[config.mk]
export PLATFORM = sky130hd
export DESIGN_NAME = mbs_submode
export DESIGN_NICKNAME = d
export VERILOG_FILES = /design/src/hw/mbs_pkg.sv /design/src/hw/mbs_ramp_scale.sv /design/src/hw/mbs_target_kind.sv /design/src/hw/mbs_submode.sv
export SDC_FILE = /design/constraint.sdc
export NUM_CORES = 2
export LEC_CHECK = 0
export BUFFER_PORTS_ARGS = -buffer_cell sky130_fd_sc_hd__clkbuf_2
export CELL_PAD_IN_SITES_DETAIL_PLACEMENT = 0
export CELL_PAD_IN_SITES_GLOBAL_PLACEMENT = 1
export CORE_MARGIN = 2
export CORE_UTILIZATION = 44
export CTS_CLUSTER_DIAMETER = 200
export DETAILED_ROUTE_END_ITERATION = 8
export PLACE_DENSITY_LB_ADDON = 0.12
export SYNTH_ARGS = -nofsm -noshare
export SYNTH_HDL_FRONTEND = slang
export SYNTH_SLANG_ARGS = --single-unit
export TNS_END_PERCENT = 5
[constraint.sdc]
create_clock -name core_clk_i -period 7 [get_ports core_clk_i]
set_input_delay 1.4 -clock core_clk_i [delete_from_list [all_inputs] [get_ports core_clk_i]]
set_output_delay 1.4 -clock core_clk_i [all_outputs]
set_load 0.05 [all_outputs]
[src/hw/mbs_pkg.sv]
// Purpose: Shared constants and carrier types for the submode selector
// Assumes: Parameter numbers are indices of a 16-bit parameter port
// Notes: Task mode table entries are 32 bits wide
package mbs_pkg;
    // ---------------------------------------------------------------
    // Parameter numbers
    // ---------------------------------------------------------------
    localparam logic [15:0] MBS_PN_BLOCK_SELECT = 16'h2532;
    localparam logic [15:0] MBS_PN_ACTIVE_BLOCK = 16'h2533;
    localparam logic [15:0] MBS_PN_DI_ACCEL = 16'h2536;
    localparam logic [15:0] MBS_PN_DI_DECEL = 16'h2537;
    localparam logic [15:0] MBS_PN_DI_MODE = 16'h2538;
    localparam logic [15:0] MBS_PN_TASK_MODE = 16'h2610;
    // ---------------------------------------------------------------
    // Field layout
    // ---------------------------------------------------------------
    localparam int MBS_REC_W = 10;
    localparam int MBS_IDX_W = 6;
    localparam int MBS_NUM_REC = 64;
    localparam int MBS_SUB_BIT = 15;
    localparam int MBS_ABS_BIT = 0;
    localparam int MBS_CW1_TERM_BIT = 4;
    localparam int MBS_CW2_ABS_BIT = 0;
    localparam int MBS_CW2_OVR_BIT = 10;
    localparam logic [15:0] MBS_SEL_MASK = 16'h83FF;
    localparam logic [15:0] MBS_MODE_MASK = 16'h0001;
    localparam logic [31:0] MBS_TASK_MASK = 32'h0000_0001;
    localparam logic [15:0] MBS_RESET16 = 16'h0000;
    localparam logic [15:0] MBS_FULL_SCALE = 16'hFFFF;
    localparam logic [15:0] MBS_MUL_ONE = 16'h0001;
    // ---------------------------------------------------------------
    // Range limit designation
    // ---------------------------------------------------------------
    localparam logic [1:0] MBS_RANGE_OFF = 2'h0;
    localparam logic [1:0] MBS_RANGE_SHORT = 2'h1;
    localparam logic [1:0] MBS_RANGE_POS = 2'h2;
    localparam logic [1:0] MBS_RANGE_NEG = 2'h3;

    typedef enum logic [2:0] {
        MBS_ST_ABS = 3'h1,
        MBS_ST_REL = 3'h2,
        MBS_ST_OFS = 3'h4
    } mbs_target_t;

    typedef enum logic [2:0] {
        MBS_SM_PROG = 3'h1,
        MBS_SM_WAIT = 3'h2,
        MBS_SM_DI = 3'h4
    } mbs_sub_t;

    typedef struct packed {
        logic wr;
        logic [15:0] pnum;
        logic [5:0] sub;
        logic [31:0] data;
    } mbs_param_t;

    typedef struct packed {
        logic [15:0] target;
        logic [31:0] velocity;
    } mbs_direct_t;

    typedef struct packed {
        logic direct;
        logic [5:0] start_rec;
        mbs_target_t kind;
        logic [1:0] route;
        logic [31:0] velocity;
        logic [15:0] target;
        logic [31:0] accel;
        logic [31:0] decel;
    } mbs_record_t;
endpackage

[src/hw/mbs_ramp_scale.sv]
// Purpose: Scales a normalized ramp against its maximum
// Assumes: Full scale code means one hundred percent
// Notes: Result rounds down
`timescale 1ns/100ps
`default_nettype none
module mbs_ramp_scale
    import mbs_pkg::*;
(
    input wire logic [15:0] norm_i,
    input wire logic [31:0] max_i,
    output logic [31:0] ramp_o
);
    logic [47:0] prod;
    always_comb begin
        prod = max_i * norm_i;
        // Full scale gives exactly the maximum, not 65535/65536 of it
        if (norm_i == MBS_FULL_SCALE) begin
            ramp_o = max_i;
        end else begin
            ramp_o = prod[47:16];
        end
    end
endmodule
`default_nettype wire

[src/hw/mbs_target_kind.sv]
// Purpose: Decodes how a target position is to be read
// Assumes: Range designation valid 0 to 3
// Notes: Combinational
`timescale 1ns/100ps
`default_nettype none
module mbs_target_kind
    import mbs_pkg::*;
(
    input wire logic abs_i,
    input wire logic [1:0] range_i,
    output mbs_target_t kind_o
);
    always_comb begin
        if (abs_i) begin
            kind_o = MBS_ST_ABS;
        end else if (range_i == MBS_RANGE_OFF) begin
            kind_o = MBS_ST_REL;
        end else begin
            kind_o = MBS_ST_OFS;
        end
    end
endmodule
`default_nettype wire

[src/hw/mbs_submode.sv]
// Purpose: Submode select, active record and direct input parameters
// Assumes: Parameter port writes are single-cycle strobes
// Notes: Reads answer one cycle later from a registered copy of the next state
//
// Contract
// - Selection bits 0-9 hold record number
// - Record number used only in program submode
// - Bit 15 set waits for program end
// - Bit 15 clear aborts direct command
// - Status bits 0-9 show executing record
// - Status record reads zero when idle
// - Status bit 15 selects direct inputs
// - Program start record from bits 0-5
// - Acceleration FFFFh equals maximum acceleration
// - Deceleration FFFFh equals maximum deceleration
// - Range off: mode bit absolute/relative
// - Range on: mode bit absolute/offset
// - Task bit 0 absolute or relative
// - Range on: task bit absolute/offset
// - Override uses control word two bit
// - Range designation encodes four modes
`timescale 1ns/100ps
`default_nettype none
module mbs_submode
    import mbs_pkg::*;
#(
    parameter int NUM_REC = MBS_NUM_REC
)(
    input wire logic core_clk_i,
    input wire logic rst_n_i,
    input wire mbs_param_t param_i,
    input wire mbs_direct_t direct_i,
    input wire logic [15:0] control_word_one_i,
    input wire logic [15:0] control_word_two_i,
    input wire logic [1:0] range_designation_i,
    input wire logic program_running_i,
    input wire logic [5:0] executing_record_i,
    input wire logic direct_busy_i,
    input wire logic [31:0] max_accel_i,
    input wire logic [31:0] max_decel_i,
    output logic [31:0] rd_data_o,
    output logic direct_reject_o,
    output logic stop_interp_o,
    output mbs_record_t record_o
);
    // ---------------------------------------------------------------
    // State
    // ---------------------------------------------------------------
    typedef struct packed {
        logic [15:0] sel;
        logic [15:0] accel;
        logic [15:0] decel;
        logic [15:0] mode;
        mbs_sub_t sub;
        logic [15:0] active;
        logic [31:0] rd;
        logic reject;
        logic stop;
        mbs_record_t rec;
    } mbs_state_t;

    mbs_state_t st_reg;
    mbs_state_t st_next;
    logic [NUM_REC-1:0] task_abs_reg;
    logic [31:0] acc_scaled;
    logic [31:0] dec_scaled;
    mbs_target_t di_kind;
    mbs_target_t rec_kind;
    logic di_abs;
    logic want_direct;
    logic term_req;

    function automatic logic hit(input mbs_param_t p,
                                 input logic [15:0] pn);
        hit = p.wr && (p.pnum == pn);
    endfunction

    // ---------------------------------------------------------------
    // Ramp scaling and target kind
    // ---------------------------------------------------------------
    mbs_ramp_scale u_acc (
        .norm_i(st_reg.accel),
        .max_i(max_accel_i),
        .ramp_o(acc_scaled)
    );
    mbs_ramp_scale u_dec (
        .norm_i(st_reg.decel),
        .max_i(max_decel_i),
        .ramp_o(dec_scaled)
    );

    always_comb begin
        if (control_word_two_i[MBS_CW2_OVR_BIT]) begin
            di_abs = control_word_two_i[MBS_CW2_ABS_BIT];
        end else begin
            di_abs = st_reg.mode[MBS_ABS_BIT];
        end
    end

    mbs_target_kind u_di_kind (
        .abs_i(di_abs),
        .range_i(range_designation_i),
        .kind_o(di_kind)
    );
    mbs_target_kind u_rec_kind (
        .abs_i(task_abs_reg[st_reg.sel[MBS_IDX_W-1:0]]),
        .range_i(range_designation_i),
        .kind_o(rec_kind)
    );

    // ---------------------------------------------------------------
    // Task mode table: only bit 0 is kept
    // ---------------------------------------------------------------
    // One flop per record: every other bit of an entry is reserved,
    // so storing it would only cost area
    genvar g;
    generate
        for (g = 0; g < NUM_REC; g++) begin : g_task
            always_ff @(posedge core_clk_i) begin
                if (!rst_n_i) begin
                    task_abs_reg[g] <= 1'b0;
                end else if (hit(param_i, MBS_PN_TASK_MODE) &&
                             param_i.sub == 6'(g)) begin
                    task_abs_reg[g] <= param_i.data[MBS_ABS_BIT];
                end
            end
        end
    endgenerate

    // ---------------------------------------------------------------
    // Next state
    // ---------------------------------------------------------------
    assign term_req = control_word_one_i[MBS_CW1_TERM_BIT];

    always_comb begin
        st_next = st_reg;
        st_next.reject = 1'b0;
        st_next.stop = 1'b0;
        want_direct = st_reg.sel[MBS_SUB_BIT];
        if (hit(param_i, MBS_PN_BLOCK_SELECT)) begin
            st_next.sel = param_i.data[15:0] & MBS_SEL_MASK;
            want_direct = param_i.data[MBS_SUB_BIT];
        end
        if (hit(param_i, MBS_PN_DI_ACCEL)) begin
            st_next.accel = param_i.data[15:0];
        end
        if (hit(param_i, MBS_PN_DI_DECEL)) begin
            st_next.decel = param_i.data[15:0];
        end
        if (hit(param_i, MBS_PN_DI_MODE)) begin
            st_next.mode = param_i.data[15:0] & MBS_MODE_MASK;
        end
        case (st_reg.sub)
            MBS_SM_PROG: begin
                if (want_direct) begin
                    if (program_running_i && !term_req) begin
                        st_next.sub = MBS_SM_WAIT;
                    end else begin
                        st_next.sub = MBS_SM_DI;
                    end
                end
            end
            MBS_SM_WAIT: begin
                // Request withdrawn before the program ended: nothing to undo
                if (!want_direct) begin
                    st_next.sub = MBS_SM_PROG;
                end else if (!program_running_i || term_req) begin
                    st_next.sub = MBS_SM_DI;
                end
            end
            MBS_SM_DI: begin
                if (!want_direct) begin
                    st_next.sub = MBS_SM_PROG;
                    if (direct_busy_i) begin
                        st_next.reject = 1'b1;
                        st_next.stop = 1'b1;
                    end
                end
            end
            default: begin
                st_next.sub = MBS_SM_PROG;
            end
        endcase
        // Status word
        st_next.active = MBS_RESET16;
        if (st_next.sub == MBS_SM_DI) begin
            st_next.active[MBS_SUB_BIT] = 1'b1;
        end else if (program_running_i) begin
            st_next.active[MBS_IDX_W-1:0] = executing_record_i;
        end
        // Record inputs
        st_next.rec.direct = (st_next.sub == MBS_SM_DI);
        st_next.rec.route = range_designation_i;
        if (st_next.sub == MBS_SM_DI) begin
            st_next.rec.start_rec = '0;
            st_next.rec.kind = di_kind;
            st_next.rec.target = direct_i.target;
            st_next.rec.velocity = direct_i.velocity;
            st_next.rec.accel = acc_scaled;
            st_next.rec.decel = dec_scaled;
        end else begin
            st_next.rec.start_rec = st_reg.sel[MBS_IDX_W-1:0];
            st_next.rec.kind = rec_kind;
            st_next.rec.target = '0;
            st_next.rec.velocity = '0;
            st_next.rec.accel = '0;
            st_next.rec.decel = '0;
        end
        // Read port: built from the next state, so a read in the cycle
        // of a write already shows the written value, except for a task mode table entry
        st_next.rd = '0;
        case (param_i.pnum)
            MBS_PN_BLOCK_SELECT: st_next.rd = {16'h0000, st_next.sel};
            MBS_PN_ACTIVE_BLOCK: st_next.rd = {16'h0000, st_next.active};
            MBS_PN_DI_ACCEL: st_next.rd = {16'h0000, st_next.accel};
            MBS_PN_DI_DECEL: st_next.rd = {16'h0000, st_next.decel};
            MBS_PN_DI_MODE: st_next.rd = {16'h0000, st_next.mode};
            MBS_PN_TASK_MODE: begin
                st_next.rd = {31'h0000_0000, task_abs_reg[param_i.sub]};
            end
            default: st_next.rd = '0;
        endcase
    end

    always_ff @(posedge core_clk_i) begin
        if (!rst_n_i) begin
            st_reg <= '0;
            st_reg.sub <= MBS_SM_PROG;
            st_reg.rec.kind <= MBS_ST_REL;
        end else begin
            st_reg <= st_next;
        end
    end

    assign rd_data_o = st_reg.rd;
    assign direct_reject_o = st_reg.reject;
    assign stop_interp_o = st_reg.stop;
    assign record_o = st_reg.rec;
endmodule
`default_nettype wire

# Word-level counts from Yosys, hierarchy flattened
# Cells that the tools add are included.
# word_totals
out_inout_bits,158
ff_bits,289
# classes
reduce_logical,78
eq_ne,75
multipliers,2
n_mux,27
bitwise,2
order_cmp,2
# ops
cell,n
== test 6 bit (second input constant),32
== test 16 x 14 -> 1 bit (second input constant),6
== test 6 x 5 -> 1 bit (second input constant),16
multiplier 32 x 16 -> 48 bit,2
one-hot mux 16 bit (6 select lines),1
logical AND 1 bit,70
two-way mux 16 bit,4
two-way mux 32 bit,2
== test 6 x 4 -> 1 bit (second input constant),8
== test 16 bit (second input constant),2
two-way mux 3 bit,9
== test 6 x 3 -> 1 bit (second input constant),4
< comparator 6 x 7 -> 1 bit (second input constant),2
binary-select mux 1 bit (select 6 bit),2
== test 6 x 2 -> 1 bit (second input constant),2
two-way mux 6 bit,2
one-hot mux 3 bit (3 select lines),1
== test 3 bit (second input constant),2
== test 6 x 1 -> 1 bit (second input constant),1
zero test 6 bit,1
two-way mux 1 bit,5
== test 3 x 1 -> 1 bit (second input constant),1
== test 3 x 2 -> 1 bit (second input constant),1
OR reduction 3 bit,1
other kinds (7),9

# Longest topological paths before layout
# depth
ltp_word,8
ltp_mapped,27
ltp_nobuf,25

# Modules after synthesis
# A second synthesis with hierarchy kept.
# unflattened
hier_cells,5106
area_unflattened_um2,44609.0
# by_module_without_submodules
module,n_inst,cells_per_inst,area_each_um2
mbs_ramp_scale (u_dec),1,1925,16268.1
mbs_ramp_scale (u_acc),1,1895,16181.8
mbs_submode,1,1280,12114.1
mbs_target_kind,2,3,22.5

# Worst setup path before layout
# Ideal clock, no wire load.
# synth_path
kind,input-to-reg
from,in max_decel_i[28]
to,"reg st_reg, in the netlist record_o[27]"
t_arrival_ns,7.335
required_time_ns,6.930
path_stages,26
setup_slack_ns,-0.405
path_cell_list,clkbuf_1 > clkbuf_1 > nand2_1 > fa_1 > inv_1 > fa_1 > inv_1 > fa_1 > inv_1 > fa_1 > fa_1 > inv_1 > fa_1 > inv_1 > ha_1 > a21o_1 > a21o_1 > a21o_1 > a21o_1 > a21o_1 > a311oi_1 > o21ai_0 > a31oi_1 > xnor2_1 > nand2_1 > a21oi_1
# synth_between
elab_chain_cells,2
# synth_lines
item,line_no,source
from (decl),mbs_submode.sv:40,"input wire logic [31:0] max_decel_i,"
multiplier 32 x 16 -> 48 bit,mbs_ramp_scale.sv:15,prod = max_i * norm_i;
two-way mux 32 bit,mbs_ramp_scale.sv:17,if (norm_i == MBS_FULL_SCALE) begin
to (signal assigned),mbs_submode.sv:231,st_reg <= st_next;
to (decl),mbs_submode.sv:62,mbs_state_t st_reg;
# Every way passes these cells.
# A chain may end at the register's enable or synchronous reset.

# Worst setup path after layout
# layout_path
from,in max_decel_i[7]
to,"reg st_reg, in the netlist record_o[30]"
# The elaborated chain is that of the path after synthesis.

==> results.txt <==
Status = completed
Layout cells sized above 1 = 18.2%
Max cap viols = 0
Most frequent CP cell = fa_1
Final ANT Viol Nets = 0
Ys Warns = 0
Via count = 33,600
DR WL/cell = 20.2 µm
Largest register FFs = 124
CP Class = in -> reg
Sequential area share after synthesis = 12.5%
Worst skew pair latency = 0.63 ns
Hpwl dp = 106 mm
Number of synthesized flops with an enable pin = 0
Die height = 318 µm
Fmax = 143 MHz
Synth unique cells = 80
Hold Crit Class = reg -> reg
Largest cells by area after synthesis = fa_1 (38%), dfxtp_1 (13%), inv_1 (7.6%)
Num CTS Buffers = 38
RSZ-0062 raised after global routing = true
CTS clk-pin slew, worst paths = 0.06 ns
Most instantiated library cell after synthesis = inv_1
GP Congestion = 0.880
P&R area growth vs syn = 15.2%
Core Footprint = 0.0983 mm²
GRT Residual Overflow = 0
# rows = 115
Crit share post-route = 99.9%
Fin nets = 6,553
Top cells by count, synth = inv_1 (877), fa_1 (834), nand2_1 (787)
Chip Width = 318 µm
Dominant synthesized flop cell = dfxtp_1
Max clock buf depth = 3
First-pass GRT wire length = 212 mm
Largest net degree at the start of global routing = 95
Vias per inst = 5.10
DRC viols = 0
Synth top area share = 38.4%
CP delay by family, top = adder cells
Routed WL = 133 mm
CTS tree = done
Post-Syn Area per Cell = 8.86 µm²
Die area = 0.101 mm²
Setup TNS Final = 0 ns
Area leader, netlist = fa_1
Pins Over Slew Limit = 0
Worst IR Drop VDD = 0.170 mV
Hold WS = 0.482 ns
Flops & latches, synth = 272
Initial antenna violation count = 7
Number of H-tree levels = 2
I/O Pins = 369
Worst-path cell chain = clkbuf_4 -> buf_12 -> buf_4 -> and2_1 -> fa_1 -> fa_1 -> fa_1 -> fa_1 -> fa_1 -> inv_1 -> fa_1 -> inv_1 -> ha_4 -> and3_1 -> a311o_1 -> a21oi_4 -> a21oi_2 -> nor2_4 -> a21boi_4 -> a221oi_4 -> o21bai_2 -> or4b_1 -> a31oi_1
Max_slew headroom = 28.9%
Skew final = 0.0586 ns
Synth Instances = 4,911
Worst path slowest cell = fa_1
Worst setup SP type = input pin
DRT Pass-1 Iters = 5
CP endpoint kind = flip-flop
Number of global-route vias before repair = 36,200
Crit path buffers/inverters = 5
Post-synth ARST share = 0%
Cell Pwr Density = 77.9 mW/mm²
GRT Util Overall = 27.0%
Final setup violation count = 0
Clock root buffer = clkbuf_16
Place WS = -0.874 ns
Critical Path Max Stage Delay = 0.55 ns
CP Data Arrival Time = 7.55 ns
Worst setup margin = 0.00436 ns
Final min period = 7.00 ns
Leakage power total = 24.3 nW
Least-Margin Pin Slew = 1.06 ns
Clk sinks = 272
Worst EP required = 7.55 ns
DRC violation total after the first TritonRoute iteration = 1,926
Crit-path max FO = 6
Post-Syn Area = 0.0435 mm²
Final Hold Vio Count = 0
Initial Utilization = 44.3%
I/O Buffers = 307
## logic make-up after synthesis
| family | count (synthesis) | synth area share, % |
|---|---|---|
| xor gates and xnor gates | 68 | 1.37 |
| buffers and inverters | 1326 | 12.9 |
| and+or+nand+nor | 1622 | 18.0 |
| other | 1 | 0.00862 |
| muxes | 66 | 2.71 |
| adders and majority gates | 1068 | 45.1 |
| DFF | 272 | 12.5 |
| AOI/OAI and AO/OA | 488 | 7.40 |
## layer usage
metal	up-vias	track usage, %	wire length, µm
met5	-	0	75
met4	10	6.07	2540
met3	155	4.03	7400
met2	816	45.7	64200
met1	17100	36.7	58900
li1	15500	-	-
## power breakdown
part	internal (mW)	switching (mW)	total [mW]	leakage (nW)
logic	0.140	0.247	0.388	21.5
registers	1.55	0.000334	1.55	2.19
clock network	1.13	0.838	1.97	0.593
total	2.82	1.09	3.91	24.3
## layout by cell type (no fill, tap or decap), drive strengths merged, types with 5 or more instances in the layout
master and n:
inv 881, fa 834, nand2 787, and2 481, buf 454, clkbuf 352, dfxtp 272, ha 234
a21oi 117, o21ai 115, nor2 110, a21boi 99, nand3 94, a21o 44, xnor2 43, mux4 41
and3 39, nor2b 29, nand4 29, xor2 25, mux2i 21, conb 16, nand2b 16, a31oi 16
a211oi 16, o21bai 14, a222oi 12, nor3 11, a221oi 8, clkinv 7, o211ai 6, o31ai 6
nor4 5
## stage by stage
stage          util, %  instances  total power [mW]  instance area [µm²]
2_1_floorplan        -       4926              1.72                43900
3_3_place_gp      49.2       6519              1.96                48400
3_5_place_dp      49.2       6519              1.96                48400
4_1_cts           50.8       6586              3.97                49900
5_1_grt           51.0       6587              4.05                50100
6_report          51.0       6588              3.91                50100
## area by class of cell
| type | count | area [µm²] |
|---|---|---|
| Antenna cell | 1 | 2.50 |
| Clock buffer | 49 | 1030 |
| Clock inverter | 17 | 204 |
| Fill cell | 9521 | 48100 |
| Inverter | 877 | 3290 |
| Multi-Input combinational cell | 3328 | 33100 |
| Sequential cell | 272 | 5450 |
| Tap cell | 1287 | 1610 |
| Timing Repair Buffer | 757 | 5480 |
## path summary, 6_finish.rpt
path,from,end,slack [ns],depth (start not counted)
max,max_decel_i[7],record_o[30],0.004,23
min,st_reg[179],st_reg[179],0.48,1
max reg2reg,st_reg[199],record_o[27],0.10,28
min reg2reg,st_reg[179],st_reg[179],0.48,1
## repair_timing
action                                  4_1_cts  5_1_grt
hold buffers                                  0        0
buffers inserted                              4        1
pin swaps                                    33       30
endpoints found under the setup margin       29       37
gates resized for setup                      74       51
endpoints found under the hold margin         0        0
No activity file was read; power rests on OpenSTA's default activity.
